$ cat src/rxo_regs.svh
`ifndef RXO_REGS_SVH
`define RXO_REGS_SVH
// register indices on the plain software port
`define RXO_ADDR_RX_CTRL     4'h0
`define RXO_ADDR_BLK_CTRL    4'h1
`define RXO_ADDR_STATUS      4'h2
// receive control fields
`define RXO_RXC_ON_BIT       0
`define RXO_RXC_EQ_BIT       1
`define RXO_RXC_INV_BIT      2
`define RXO_RXC_MON0_BIT     3
`define RXO_RXC_MON1_BIT     4
// block control fields
`define RXO_BLK_SR_BIT       0
// reset values
`define RXO_RX_CTRL_RST      8'h00
`define RXO_BLK_CTRL_RST     8'h00
`endif

$ cat src/rxo_pkg.sv
package rxo_pkg;
   // effective receive configuration
   typedef struct packed {
      logic rx_on;
      logic eq_on;
      logic clk_inv;
      logic monitor;
      logic single_rail;
   } rxo_cfg_t;

   // host-mode serial port pins
   typedef struct packed {
      logic serial_data_in;
      logic chip_select;
   } rxo_spi_t;
endpackage : rxo_pkg

$ cat src/rxo_top.sv
`timescale 1ns/1ps
`default_nettype none
`include "rxo_regs.svh"
// How it works
// - hardware mode: receiver_on high powers and enables the receiver
// - host mode: receiver_on pin becomes serial_data_in
// - equalizer_enable high enables equalizer, low bypasses it
// - host mode ignores the equalizer_enable pin
// - recovered clock driven out; data changes on rising edge by default
// - hardware mode invert pin flips clock, data on falling edge
// - host mode invert bit set means data on falling edge
// - host mode: invert pin acts as serial chip select
// - positive output pulses once per positive line pulse
// - dual rail: negative output pulses per negative line pulse
// - host mode rail choice comes from block control bit
// - single rail: shared output pulses on code violation, else low
// - hardware mode monitor pin high selects monitoring channel
// - host mode monitor bits select monitoring channel
// - host mode: monitor pin becomes serial_data_out
// - mode select high means host, low means hardware
// - single rail enables line decoder, dual rail disables it
module rxo_top
   import rxo_pkg::*;
(
   // clock, reset, enable
   input  wire logic       core_clk,
   input  wire logic       arst_n,
   input  wire logic       clk_en,
   // line side, already sliced, with its recovered clock
   input  wire logic       line_in_tip,
   input  wire logic       line_in_ring,
   input  wire logic       line_viol,
   input  wire logic       line_clk,
   // strap and dual-function pins
   input  wire logic       control_mode_select,
   input  wire logic       receiver_on,
   input  wire logic       equalizer_enable,
   input  wire logic       recovered_clock_invert,
   input  wire logic       rail_select,
   input  wire logic       monitor_mode_select,
   input  wire logic       serial_data_out_drv,
   // software register port
   input  wire logic [3:0] reg_addr,
   input  wire logic [7:0] reg_wdata,
   input  wire logic       reg_wr,
   input  wire logic       reg_rd,
   output logic      [7:0] reg_rdata,
   // framer side
   output logic            recovered_clock_out,
   output logic            positive_pulse_out,
   output logic            negative_pulse_out,
   // analog controls and decoder enable
   output logic            rx_power_on,
   output logic            eq_enable_out,
   output logic            monitor_out,
   output logic            decoder_enable,
   // serial port pins in host mode
   output rxo_spi_t        spi_pins,
   output logic            serial_data_out,
   output logic            serial_data_out_oe
);

   // synchroniser pairs: tip, ring, viol, clk, mode, on, eq, inv, sr, mon
   localparam int NSYNC = 10;

   typedef struct packed {
      logic [NSYNC-1:0] s1;
      logic [NSYNC-1:0] s2;
      logic             clk_d;
      logic             host;
      logic [7:0]       rx_ctrl;
      logic [7:0]       blk_ctrl;
      logic [7:0]       rdata;
      logic             pos;
      logic             neg;
      logic             clk_o;
   } rxo_state_t;

   rxo_state_t st_r;
   rxo_state_t st_nxt;
   rxo_cfg_t   cfg;
   logic       edge_rise;
   logic       edge_fall;
   logic       upd;

   // register read decode, used for the read path
   function automatic logic [7:0] rd_mux(input logic [3:0] a,
                                          input rxo_state_t s,
                                          input rxo_cfg_t c);
      logic [7:0] v;
      v = 8'h00;
      case (a)
         `RXO_ADDR_RX_CTRL:  v = s.rx_ctrl;
         `RXO_ADDR_BLK_CTRL: v = s.blk_ctrl;
         `RXO_ADDR_STATUS:   v = {3'h0, c};
         default:            v = 8'h00;
      endcase
      return v;
   endfunction : rd_mux

   // synchronised pin views
   logic p_tip, p_ring, p_viol, p_clk;
   logic p_mode, p_on, p_eq, p_inv, p_sr, p_mon;
   assign {p_mon, p_sr, p_inv, p_eq, p_on,
           p_mode, p_clk, p_viol, p_ring, p_tip} = st_r.s2;

   // effective configuration from pins or registers
   always_comb
   begin
      if (st_r.host)
      begin
         cfg.monitor     = st_r.rx_ctrl[`RXO_RXC_MON0_BIT]
                         | st_r.rx_ctrl[`RXO_RXC_MON1_BIT];
         cfg.single_rail = st_r.blk_ctrl[`RXO_BLK_SR_BIT];
         cfg.eq_on       = st_r.rx_ctrl[`RXO_RXC_EQ_BIT];
         cfg.clk_inv     = st_r.rx_ctrl[`RXO_RXC_INV_BIT];
         cfg.rx_on       = st_r.rx_ctrl[`RXO_RXC_ON_BIT];
      end
      else
      begin
         cfg.monitor     = p_mon;
         cfg.single_rail = p_sr;
         cfg.eq_on       = p_eq;
         cfg.clk_inv     = p_inv;
         cfg.rx_on       = p_on;
      end
   end

   // line clock edges seen by the core clock
   assign edge_rise = p_clk & ~st_r.clk_d;
   assign edge_fall = ~p_clk & st_r.clk_d;
   assign upd = cfg.clk_inv ? edge_fall : edge_rise;

   // next-state logic
   always_comb
   begin
      st_nxt = st_r;
      st_nxt.s1 = {monitor_mode_select, rail_select,
                   recovered_clock_invert, equalizer_enable, receiver_on,
                   control_mode_select, line_clk, line_viol,
                   line_in_ring, line_in_tip};
      st_nxt.s2 = st_r.s1;
      st_nxt.clk_d = p_clk;
      st_nxt.host = p_mode;
      if (reg_wr && reg_addr == `RXO_ADDR_RX_CTRL)
         st_nxt.rx_ctrl = reg_wdata;
      if (reg_wr && reg_addr == `RXO_ADDR_BLK_CTRL)
         st_nxt.blk_ctrl = reg_wdata;
      st_nxt.rdata = reg_rd ? rd_mux(reg_addr, st_r, cfg) : 8'h00;
      // recovered clock forwarded, flipped when inverted
      st_nxt.clk_o = p_clk ^ cfg.clk_inv;
      if (!cfg.rx_on)
      begin
         st_nxt.pos = 1'b0;
         st_nxt.neg = 1'b0;
      end
      else if (upd)
      begin
         st_nxt.pos = p_tip;
         st_nxt.neg = cfg.single_rail ? p_viol : p_ring;
      end
   end

   // state register
   always_ff @(posedge core_clk or negedge arst_n)
   begin
      if (!arst_n)
      begin
         st_r          <= '0;
         st_r.rx_ctrl  <= `RXO_RX_CTRL_RST;
         st_r.blk_ctrl <= `RXO_BLK_CTRL_RST;
      end
      else if (clk_en)
         st_r <= st_nxt;
   end

   // outputs
   assign reg_rdata           = st_r.rdata;
   assign recovered_clock_out = st_r.clk_o;
   assign positive_pulse_out  = st_r.pos;
   assign negative_pulse_out  = st_r.neg;
   assign rx_power_on         = cfg.rx_on;
   assign eq_enable_out       = cfg.eq_on;
   assign monitor_out         = cfg.monitor;
   assign decoder_enable      = cfg.single_rail;
   assign spi_pins.serial_data_in = st_r.host & p_on;
   assign spi_pins.chip_select    = st_r.host & p_inv;
   assign serial_data_out     = serial_data_out_drv;
   assign serial_data_out_oe  = st_r.host;
endmodule : rxo_top
`default_nettype wire

$ cat config.mk
export PLATFORM = sky130hd
export DESIGN_NAME = rxo_top
export DESIGN_NICKNAME = d
export VERILOG_FILES = /design/src/rxo_pkg.sv /design/src/rxo_top.sv
export VERILOG_INCLUDE_DIRS = /design/src
export SDC_FILE = /design/constraint.sdc
export NUM_CORES = 1
export LEC_CHECK = 0
export BUFFER_PORTS_ARGS = -buffer_cell sky130_fd_sc_hd__buf_2
export CAP_MARGIN = 10
export CORE_MARGIN = 2
export CORE_UTILIZATION = 50
export CTS_BUF_LIST = sky130_fd_sc_hd__clkbuf_16
export DETAILED_ROUTE_END_ITERATION = 16
export PLACE_DENSITY = 0.77
export SLEW_MARGIN = 20
export SYNTH_ARGS = -nofsm -noshare
export SYNTH_HDL_FRONTEND = slang
export SYNTH_SLANG_ARGS = --single-unit
$ cat constraint.sdc
create_clock -name core_clk -period 1.8 [get_ports core_clk]
set_input_delay 0.18 -clock core_clk [delete_from_list [all_inputs] [get_ports core_clk]]
set_output_delay 0.18 -clock core_clk [all_outputs]
set_load 0.03 [all_outputs]
==> impl_results.html, run 1 <==
<table>
<tr><th>Metric</th><th>Value</th></tr>
<tr><th colspan="2">Detailed routing</th></tr>
<tr><td>Initial DRC count</td><td>86</td></tr>
<tr><td>1st-pass router iterations</td><td>4</td></tr>
<tr><td>Remaining design rule violation count</td><td>0</td></tr>
<tr><td>Average wire per standard cell</td><td>15.0 µm</td></tr>
<tr><td>Routed via count</td><td>1366</td></tr>
<tr><td>Aggregate routed wire length</td><td>3860 µm</td></tr>
<tr><td>Remaining antenna violation count after routing</td><td>0</td></tr>
<tr><td>Vias per cell</td><td>5.32</td></tr>
<tr><th colspan="2">Power and ir drop</th></tr>
<tr><td>Sequential share of power</td><td>0.464</td></tr>
<tr><td>Switching part of the total power</td><td>0.255</td></tr>
<tr><td>Clock power share</td><td>0.346</td></tr>
<tr><td>Total power per unit cell area</td><td>1120 nW/µm²</td></tr>
<tr><td>Maximum vdd drop</td><td>0.686 mV</td></tr>
<tr><td>Int Power</td><td>2.16 mW</td></tr>
<tr><td>Comb pwr share</td><td>0.190</td></tr>
<tr><td>Power dissipated by switching net loads</td><td>0.742 mW</td></tr>
<tr><td>P_leak</td><td>1.24 nW</td></tr>
<tr><th colspan="2">Timing</th></tr>
<tr><td>Actual slew at the worst max-slew pin</td><td>573 ps</td></tr>
<tr><td>Final setup TNS</td><td>0 ps</td></tr>
<tr><td>Clock Skew</td><td>2.20 ps</td></tr>
<tr><td>Fmax achieved</td><td>623 MHz</td></tr>
<tr><td>Endpoints failing setup</td><td>0</td></tr>
<tr><td>Max-Slew Margin vs Limit</td><td>0.615</td></tr>
<tr><td>Final period util</td><td>0.892</td></tr>
<tr><td>Setup repair after global routing missed its margin</td><td>false</td></tr>
<tr><td>Final hold violation count</td><td>0</td></tr>
<tr><td>Shortest clock period the worst path allows after layout</td><td>1610 ps</td></tr>
<tr><td>Final slew viol count</td><td>0</td></tr>
<tr><td>Worst hold slack after final layout</td><td>127 ps</td></tr>
<tr><th colspan="2">Hold path</th></tr>
<tr><td>End of the worst hold path</td><td>st_nxt[32]$_DFFE_PN0P_</td></tr>
<tr><td>Source of the worst hold timing path</td><td>line_clk</td></tr>
<tr><td>HP Class</td><td>input pin to register</td></tr>
<tr><td>Number of instances on the worst hold path</td><td>2</td></tr>
<tr><th colspan="2">Job</th></tr>
<tr><td># Max-Cap Violations</td><td>0</td></tr>
<tr><th colspan="2">Logic synthesis</th></tr>
<tr><td>Synthesized Nets</td><td>191</td></tr>
<tr><td>Number of different library cells in the post-synthesis netlist</td><td>28</td></tr>
<tr><td>Sequential element share of the synthesized area</td><td>0.556</td></tr>
<tr><td>Yosys warnings</td><td>0</td></tr>
<tr><td>Flop and latch count out of synthesis</td><td>49</td></tr>
<tr><td>Synthesized instance count</td><td>163</td></tr>
<tr><td>Avg Synthesized Cell Area</td><td>13.5 µm²</td></tr>
<tr><td>Total standard cell area after synthesis</td><td>2210 µm²</td></tr>
<tr><th colspan="2">CTS</th></tr>
<tr><td>Root buf cell</td><td>sky130_fd_sc_hd__clkbuf_16</td></tr>
<tr><td>CTS tree</td><td>done</td></tr>
<tr><td>Post-CTS resize count</td><td>0</td></tr>
<tr><td>CTS HTree Levels</td><td>2</td></tr>
<tr><td>Clk buf depth</td><td>2</td></tr>
<tr><td>Post CTS Setup Buffer Count</td><td>0</td></tr>
<tr><td>Worst-Skew Late Latency</td><td>280 ps</td></tr>
<tr><td>Number of buffers created by CTS</td><td>5</td></tr>
<tr><td>TritonCTS Sinks</td><td>49</td></tr>
<tr><td>Clock transition at the registers of the reported paths</td><td>60 ps</td></tr>
<tr><th colspan="2">Critical path</th></tr>
<tr><td>Class of the most critical setup path</td><td>register to primary output</td></tr>
<tr><td>Number of cells traversed by the worst register-to-register path</td><td>4</td></tr>
<tr><td>Critical register-to-register path endpoint</td><td>positive_pulse_out$_DFFE_PN0P_</td></tr>
<tr><td>Required time of the critical path</td><td>1620 ps</td></tr>
<tr><td>Crit path max fanout</td><td>7</td></tr>
<tr><td>Endpoint type of the worst setup path</td><td>primary output</td></tr>
<tr><td>Arrival time at the worst endpoint</td><td>1430 ps</td></tr>
<tr><td>Element type at the critical path start</td><td>register</td></tr>
<tr><td>Register-to-register path setup slack</td><td>250 ps</td></tr>
<tr><td>Start of the worst register-to-register path</td><td>serial_data_out_oe$_DFFE_PN0P_</td></tr>
<tr><th colspan="2">Cells and area</th></tr>
<tr><td>NumNets Final</td><td>232</td></tr>
<tr><td>Largest register by flop count</td><td>st_r</td></tr>
<tr><td>Non-filler cells in the finished layout</td><td>257</td></tr>
<tr><td>Fraction of final layout cells with drive strength greater than 1</td><td>0.507</td></tr>
<tr><td>Area taken by multi-input logic gates</td><td>842 µm²</td></tr>
<tr><td>Filler Cell Count</td><td>345</td></tr>
<tr><td>Flip-flop count of the largest register, all copies and words added</td><td>17</td></tr>
<tr><td>Most common cell after layout, fill and taps aside</td><td>sky130_fd_sc_hd__dfrtp_1</td></tr>
<tr><td>Synthesis-to-finish area growth</td><td>17.9%</td></tr>
<tr><td>Combined flip-flop and latch cell area</td><td>1230 µm²</td></tr>
<tr><td>Commonest cells after routing, fill and taps aside</td><td>sky130_fd_sc_hd__dfrtp_1 (49), sky130_fd_sc_hd__buf_2 (44), sky130_fd_sc_hd__mux2_2 (43), sky130_fd_sc_hd__inv_1 (10), sky130_fd_sc_hd__o22ai_1 (8)</td></tr>
<tr><td>Antenna diodes</td><td>0</td></tr>
<tr><th colspan="2">Placement</th></tr>
<tr><td>Port bufs</td><td>44</td></tr>
<tr><td>Detailed-placement wirelength estimate</td><td>2770 µm</td></tr>
<tr><td>Placer's final routability congestion estimate</td><td>0.817</td></tr>
<tr><td>Total instance count after detailed placement</td><td>248</td></tr>
<tr><th colspan="2">Die</th></tr>
<tr><td>Area of the core</td><td>4290 µm²</td></tr>
<tr><td>Die Height</td><td>70.4 µm</td></tr>
<tr><td>Die outline area</td><td>4960 µm²</td></tr>
<tr><td>Die boundary width</td><td>70.4 µm</td></tr>
<tr><td>Effective utilization at floorplan</td><td>0.514</td></tr>
<tr><td>Ports</td><td>47</td></tr>
<tr><td>Placement row count</td><td>24</td></tr>
<tr><th colspan="2">Status</th></tr>
<tr><td>Result of the run</td><td>complete, no violations</td></tr>
<tr><th colspan="2">Global route</th></tr>
<tr><td>Number of global-route vias before repair</td><td>1298</td></tr>
<tr><td>Total congestion overflow</td><td>0</td></tr>
<tr><td>Wire length of the first global-routing pass</td><td>6640 µm</td></tr>
<tr><td>Combined global-route utilization of all metal layers</td><td>0.172</td></tr>
<tr><td>Maximum number of pins on one net before global-route repair</td><td>29</td></tr>
<tr><td>Antenna violations before repair</td><td>0</td></tr>
</table>
-- power by group through the flow --
| stage | Sequential (mW) | Clock, mW | Combinational (mW) |
|---|---|---|---|
| after global placement | 1.36 | 0 | 0.544 |
| after detailed placement | 1.37 | 0 | 0.551 |
| after CTS | 1.35 | 1.03 | 0.559 |
| after global routing | 1.37 | 1.08 | 0.600 |
| after floorplan | 1.37 | 0 | 0.388 |
| final | 1.35 | 1.01 | 0.551 |
-- cells in the mapped netlist --
master                     count  area share
sky130_fd_sc_hd__o22ai_1       8       0.023
sky130_fd_sc_hd__buf_4        10       0.034
sky130_fd_sc_hd__xnor2_1       1      0.0040
sky130_fd_sc_hd__nor2_1        4      0.0068
sky130_fd_sc_hd__a22o_1        2      0.0079
sky130_fd_sc_hd__mux2i_1       5       0.023
sky130_fd_sc_hd__nor3_1        1      0.0023
sky130_fd_sc_hd__nor4_1        1      0.0028
sky130_fd_sc_hd__nor2b_1       1      0.0028
sky130_fd_sc_hd__dfrtp_1      49        0.56
sky130_fd_sc_hd__buf_6         1      0.0051
sky130_fd_sc_hd__mux2_2       43        0.22
sky130_fd_sc_hd__mux2_4        2       0.014
sky130_fd_sc_hd__inv_1         9       0.015
sky130_fd_sc_hd__a21oi_1       6       0.014
sky130_fd_sc_hd__nor4b_2       1      0.0068
sky130_fd_sc_hd__nand4_1       1      0.0028
sky130_fd_sc_hd__nand3b_1      2      0.0068
sky130_fd_sc_hd__nor4b_1       1      0.0040
sky130_fd_sc_hd__nand4_2       2       0.011
sky130_fd_sc_hd__and2b_1       1      0.0034
sky130_fd_sc_hd__nand2_1       1      0.0017
sky130_fd_sc_hd__buf_2         3      0.0068
sky130_fd_sc_hd__a32o_1        3       0.014
sky130_fd_sc_hd__a22oi_1       1      0.0034
sky130_fd_sc_hd__buf_1         1      0.0017
sky130_fd_sc_hd__and2_2        2      0.0068
sky130_fd_sc_hd__nand3_1       1      0.0023
-- worst max path at each step --
stage	from	endpoint	slack [ps]	depth (start not counted)
6_report	serial_data_out_oe$_DFFE_PN0P_	eq_enable_out	190	3
5_1_grt	serial_data_out_oe$_DFFE_PN0P_	positive_pulse_out$_DFFE_PN0P_	80	4
4_1_cts	serial_data_out_oe$_DFFE_PN0P_	eq_enable_out	190	3
3_5_place_dp	serial_data_out_oe$_DFFE_PN0P_	positive_pulse_out$_DFFE_PN0P_	250	4
3_3_place_gp	serial_data_out_oe$_DFFE_PN0P_	positive_pulse_out$_DFFE_PN0P_	340	4
2_1_floorplan	serial_data_out_oe$_DFFE_PN0P_	negative_pulse_out$_DFFE_PN0P_	90	4
-- worst max-delay path, cell delays in order (launching register included) --
cell and delay, ps:
sky130_fd_sc_hd__dfrtp_1 430, sky130_fd_sc_hd__buf_4 190, sky130_fd_sc_hd__mux2_2 350, sky130_fd_sc_hd__buf_2 180
-- layout make-up --
cell class	instances	area share
flip-flops and latches	49	0.471
well taps	52	0.0250
inverters	9	0.0130
multi-input cells	90	0.324
repair buffers	49	0.105
clock inverters	3	0.0144
clock buffers	5	0.0481
-- routing by layer --
metal | vias up | wire, µm | track usage
met2 | 34 | 1710 | 0.240
met4 | 0 | 33 | 0.0577
met5 | - | 0 | 0
met3 | 4 | 184 | 0.0404
li1 | 663 | - | -
met1 | 665 | 1930 | 0.262
-- stage by stage --
stage                     area, µm²  utilization  total power [mW]  setup slack, ps
after detailed placement       2430        0.566              1.92              247
after global placement         2430        0.566              1.90              344
final                          2600        0.606              2.91              194
after CTS                      2600        0.606              2.94              187
after floorplan                2210            -              1.76             93.0
after global routing           2600        0.606              3.05             83.3
-- cell families (layout without fill, tap and decap cells) --
| family | Yosys count | after routing | share of synthesized area |
|---|---|---|---|
| mux | 50 | 50 | 0.256 |
| compound gates | 20 | 20 | 0.0612 |
| flops | 49 | 49 | 0.556 |
| simple gates | 19 | 19 | 0.0606 |
| buf+inv | 24 | 66 | 0.0629 |
| xor+xnor | 1 | 1 | 0.00397 |
-- repair_timing --
item                                   CTS  global route
setup endpoints to repair                0             0
hold buffers                             1             0
endpoints found under the hold margin   21             0
No activity file was read; power rests on OpenSTA's default activity.
==> run 2, diff against run 1 <==
==> constraint.sdc (replaced) <==
create_clock -name core_clk -period 1.8 [get_ports core_clk]
set_input_delay 0.36 -clock core_clk [delete_from_list [all_inputs] [get_ports core_clk]]
set_output_delay 0.36 -clock core_clk [all_outputs]
set_load 0.03 [all_outputs]
==> impl_results.html, run 2 (synthesized netlist as in run 1, its figures left out) <==
<table>
<tr><th>Metric</th><th>Value</th></tr>
<tr><th colspan="2">Detailed routing</th></tr>
<tr><td>Vias per cell</td><td>5.39 (+1.4%)</td></tr>
<tr><td>Highest layer used for signal routing</td><td>met4</td></tr>
<tr><td>Remaining antenna violation count after routing</td><td>0 (unchanged)</td></tr>
<tr><td>Initial DRC count</td><td>110 (+28%)</td></tr>
<tr><td>1st-pass router iterations</td><td>4 (unchanged)</td></tr>
<tr><td>Routed metal-1 wire length</td><td>1880 µm (-2.3%)</td></tr>
<tr><td>Average wire per standard cell</td><td>15.5 µm (+3.4%)</td></tr>
<tr><td>Routed length on met2</td><td>1810 µm (+5.6%)</td></tr>
<tr><td>Remaining design rule violation count</td><td>0 (unchanged)</td></tr>
<tr><td>Routed via count</td><td>1374 (+0.59%)</td></tr>
<tr><td>WL met3</td><td>191 µm (+3.8%)</td></tr>
<tr><td>Aggregate routed wire length</td><td>3960 µm (+2.6%)</td></tr>
<tr><th colspan="2">Timing</th></tr>
<tr><td>Max-Slew Margin vs Limit</td><td>0.620 (+0.00485)</td></tr>
<tr><td>Final slew viol count</td><td>0 (unchanged)</td></tr>
<tr><td>Fmax achieved</td><td>582 MHz (-6.5%)</td></tr>
<tr><td>Shortest clock period the worst path allows after layout</td><td>1720 ps (+112 ps)</td></tr>
<tr><td>Final setup TNS</td><td>0 ps (unchanged)</td></tr>
<tr><td>Final hold violation count</td><td>0 (unchanged)</td></tr>
<tr><td>Setup repair after global routing missed its margin</td><td>false</td></tr>
<tr><td>Final period util</td><td>0.955 (+0.0624)</td></tr>
<tr><td>Endpoints failing setup</td><td>0 (unchanged)</td></tr>
<tr><td>Actual slew at the worst max-slew pin</td><td>566 ps (-7.22 ps)</td></tr>
<tr><td>Clock Skew</td><td>3.48 ps (+1.28 ps)</td></tr>
<tr><th colspan="2">Power and ir drop</th></tr>
<tr><td>Pwr Total</td><td>2.77 mW (-4.7%)</td></tr>
<tr><td>Total power per unit cell area</td><td>1080 nW/µm² (-3.2%)</td></tr>
<tr><td>P_leak</td><td>1.22 nW (-1.6%)</td></tr>
<tr><td>Maximum vdd drop</td><td>0.616 mV (-10%)</td></tr>
<tr><th colspan="2">Critical path</th></tr>
<tr><td>Critical Path, Cell by Cell</td><td>mux2_2 -&gt; buf_2</td></tr>
<tr><td>Required time of the critical path</td><td>1440 ps (-180 ps)</td></tr>
<tr><td>Cell class contributing the biggest share of worst-path delay</td><td>flip-flops</td></tr>
<tr><td>Number of cells traversed by the worst register-to-register path</td><td>4 (unchanged)</td></tr>
<tr><td>Slowest stage cell, crit path</td><td>sky130_fd_sc_hd__dfrtp_2</td></tr>
<tr><td>Start of the worst register-to-register path</td><td>serial_data_out_oe$_DFFE_PN0P_</td></tr>
<tr><td>Critical register-to-register path endpoint</td><td>positive_pulse_out$_DFFE_PN0P_</td></tr>
<tr><td>Endpoint type of the worst setup path</td><td>primary output</td></tr>
<tr><td>Highest cell delay on the worst timing path</td><td>470 ps (+40 ps)</td></tr>
<tr><td>Class of the most critical setup path</td><td>register to primary output</td></tr>
<tr><td>Element type at the critical path start</td><td>register</td></tr>
<tr><td>Register-to-register path setup slack</td><td>180 ps (-70 ps)</td></tr>
<tr><td>Arrival time at the worst endpoint</td><td>1360 ps (-70 ps)</td></tr>
<tr><td>Crit path max fanout</td><td>10 (+3)</td></tr>
<tr><td>Combined buffer and inverter count along the critical path</td><td>1 (-1)</td></tr>
<tr><th colspan="2">Status</th></tr>
<tr><td>Result of the run</td><td>complete, no violations</td></tr>
<tr><th colspan="2">CTS</th></tr>
<tr><td>TritonCTS Sinks</td><td>49 (unchanged)</td></tr>
<tr><td>Clock transition at the registers of the reported paths</td><td>60 ps (about the same)</td></tr>
<tr><td>Clk buf depth</td><td>2 (unchanged)</td></tr>
<tr><td>CTS Hold Bufs</td><td>0 (-1)</td></tr>
<tr><td>Number of buffers created by CTS</td><td>5 (unchanged)</td></tr>
<tr><td>CTS tree</td><td>done</td></tr>
<tr><td>Worst-Skew Late Latency</td><td>280 ps (about the same)</td></tr>
<tr><td>CTS HTree Levels</td><td>2 (unchanged)</td></tr>
<tr><td>Root buf cell</td><td>sky130_fd_sc_hd__clkbuf_16</td></tr>
<tr><th colspan="2">Global route</th></tr>
<tr><td>Antenna violations before repair</td><td>0 (unchanged)</td></tr>
<tr><td>Combined global-route utilization of all metal layers</td><td>0.172 (+0.000711)</td></tr>
<tr><td>Total congestion overflow</td><td>0 (unchanged)</td></tr>
<tr><td>Wire length of the first global-routing pass</td><td>6510 µm (-1.9%)</td></tr>
<tr><td>Number of global-route vias before repair</td><td>1334 (+2.8%)</td></tr>
<tr><td>Maximum number of pins on one net before global-route repair</td><td>29 (unchanged)</td></tr>
<tr><th colspan="2">Job</th></tr>
<tr><td># Max-Cap Violations</td><td>0 (unchanged)</td></tr>
<tr><th colspan="2">Cells and area</th></tr>
<tr><td>Commonest cells after routing, fill and taps aside</td><td>sky130_fd_sc_hd__dfrtp_1 (48), sky130_fd_sc_hd__buf_2 (44), sky130_fd_sc_hd__mux2_2 (43), sky130_fd_sc_hd__inv_1 (11), sky130_fd_sc_hd__o22ai_1 (8)</td></tr>
<tr><td>Fraction of final layout cells with drive strength greater than 1</td><td>0.512 (+0.00500)</td></tr>
<tr><td>Finished Core Util</td><td>0.597 (-0.00903)</td></tr>
<tr><td>NumNets Final</td><td>230 (-0.86%)</td></tr>
<tr><td>Largest register by flop count</td><td>st_r</td></tr>
<tr><td>Filler Cell Count</td><td>359 (+4.1%)</td></tr>
<tr><td>Synthesis-to-finish area growth</td><td>16.2%</td></tr>
<tr><td>Flip-flop count of the largest register, all copies and words added</td><td>17 (unchanged)</td></tr>
<tr><td>Antenna diodes</td><td>0 (unchanged)</td></tr>
<tr><td>Most common cell after layout, fill and taps aside</td><td>sky130_fd_sc_hd__dfrtp_1</td></tr>
<tr><th colspan="2">Placement</th></tr>
<tr><td>Detailed-placement wirelength estimate</td><td>2830 µm (+2.2%)</td></tr>
<tr><td>Port bufs</td><td>44 (unchanged)</td></tr>
<tr><td>Placer's final routability congestion estimate</td><td>0.713 (-13%)</td></tr>
<tr><th colspan="2">Die</th></tr>
<tr><td>Ports</td><td>47 (unchanged)</td></tr>
<tr><td>Die Height</td><td>70.4 µm (unchanged)</td></tr>
<tr><td>Area of the core</td><td>4290 µm² (unchanged)</td></tr>
<tr><td>Placement row count</td><td>24 (unchanged)</td></tr>
<tr><td>Effective utilization at floorplan</td><td>0.514 (unchanged)</td></tr>
<tr><td>Die outline area</td><td>4960 µm² (unchanged)</td></tr>
<tr><td>Die boundary width</td><td>70.4 µm (unchanged)</td></tr>
<tr><th colspan="2">Hold path</th></tr>
<tr><td>HP Class</td><td>input pin to asynchronous set/reset pin</td></tr>
</table>
-- run 2: cell types whose count changed in the layout (fill, tap and decap cells not counted) --
cell                            before  now
sky130_fd_sc_hd__buf_4               3    2
sky130_fd_sc_hd__bufinv_16           1    0
sky130_fd_sc_hd__clkinv_1            1    0
sky130_fd_sc_hd__clkinvlp_4          0    1
sky130_fd_sc_hd__dfrtp_1            49   48
sky130_fd_sc_hd__dfrtp_2             0    1
sky130_fd_sc_hd__dlygate4sd3_1       1    0
sky130_fd_sc_hd__inv_1              10   11
-- run 2: routing by layer --
layer,vias to the layer above,GRT usage
met2,38,0.254
met5,-,0
met3,7,0.0491
met1,673,0.239
li1,656,-
met4,0,0.0748
-- run 2: cell type report --
cell class,count,area [µm²],share of cell area
Clock buffer,5,125,0.0488
Timing Repair Buffer,47,255,0.0996
Clock inverter,3,15.0,0.00586
Tap cell,52,65.1,0.0254
Sequential cell,49,1230,0.479
Multi-Input combinational cell,90,842,0.328
Inverter,9,33.8,0.0132
-- run 2: worst max-delay path by stage --
stage	from	to	slack [ps]	cells past startpoint
after floorplan	serial_data_out_oe$_DFFE_PN0P_	negative_pulse_out$_DFFE_PN0P_	90	4
after global placement	serial_data_out_oe$_DFFE_PN0P_	negative_pulse_out$_DFFE_PN0P_	200	4
after detailed placement	serial_data_out_oe$_DFFE_PN0P_	positive_pulse_out$_DFFE_PN0P_	90	4
after CTS	serial_data_out_oe$_DFFE_PN0P_	rx_power_on	70	2
after global routing	serial_data_out_oe$_DFFE_PN0P_	rx_power_on	30	2
final	serial_data_out_oe$_DFFE_PN0P_	rx_power_on	80	2
-- run 2: per-stage QoR --
| stage | worst slack, ps | hold WS, ps | instances | area, µm² |
|---|---|---|---|---|
| 2_1_floorplan | 93.0 | 64.4 | 163 | 2210 |
| 3_3_place_gp | 199 | 352 | 247 | 2420 |
| 3_5_place_dp | 90.4 | 361 | 247 | 2420 |
| 4_1_cts | 73.3 | 55.3 | 255 | 2560 |
| 5_1_grt | 33.5 | 73.5 | 255 | 2560 |
| 6_report | 81.5 | 43.5 | 255 | 2560 |
-- run 2: power breakdown --
group          switching, mW  internal (mW)  leakage [nW]  total (mW)
registers              0.102           1.25         0.612        1.36
logic                  0.279          0.259         0.536       0.538
clock network          0.373          0.504        0.0724       0.877
-- run 2: what timing repair did --
item / CTS / global route
resized for setup: 1 / 0
endpoints found under the setup margin: 1 / 0
setup buffers: 0 / 0
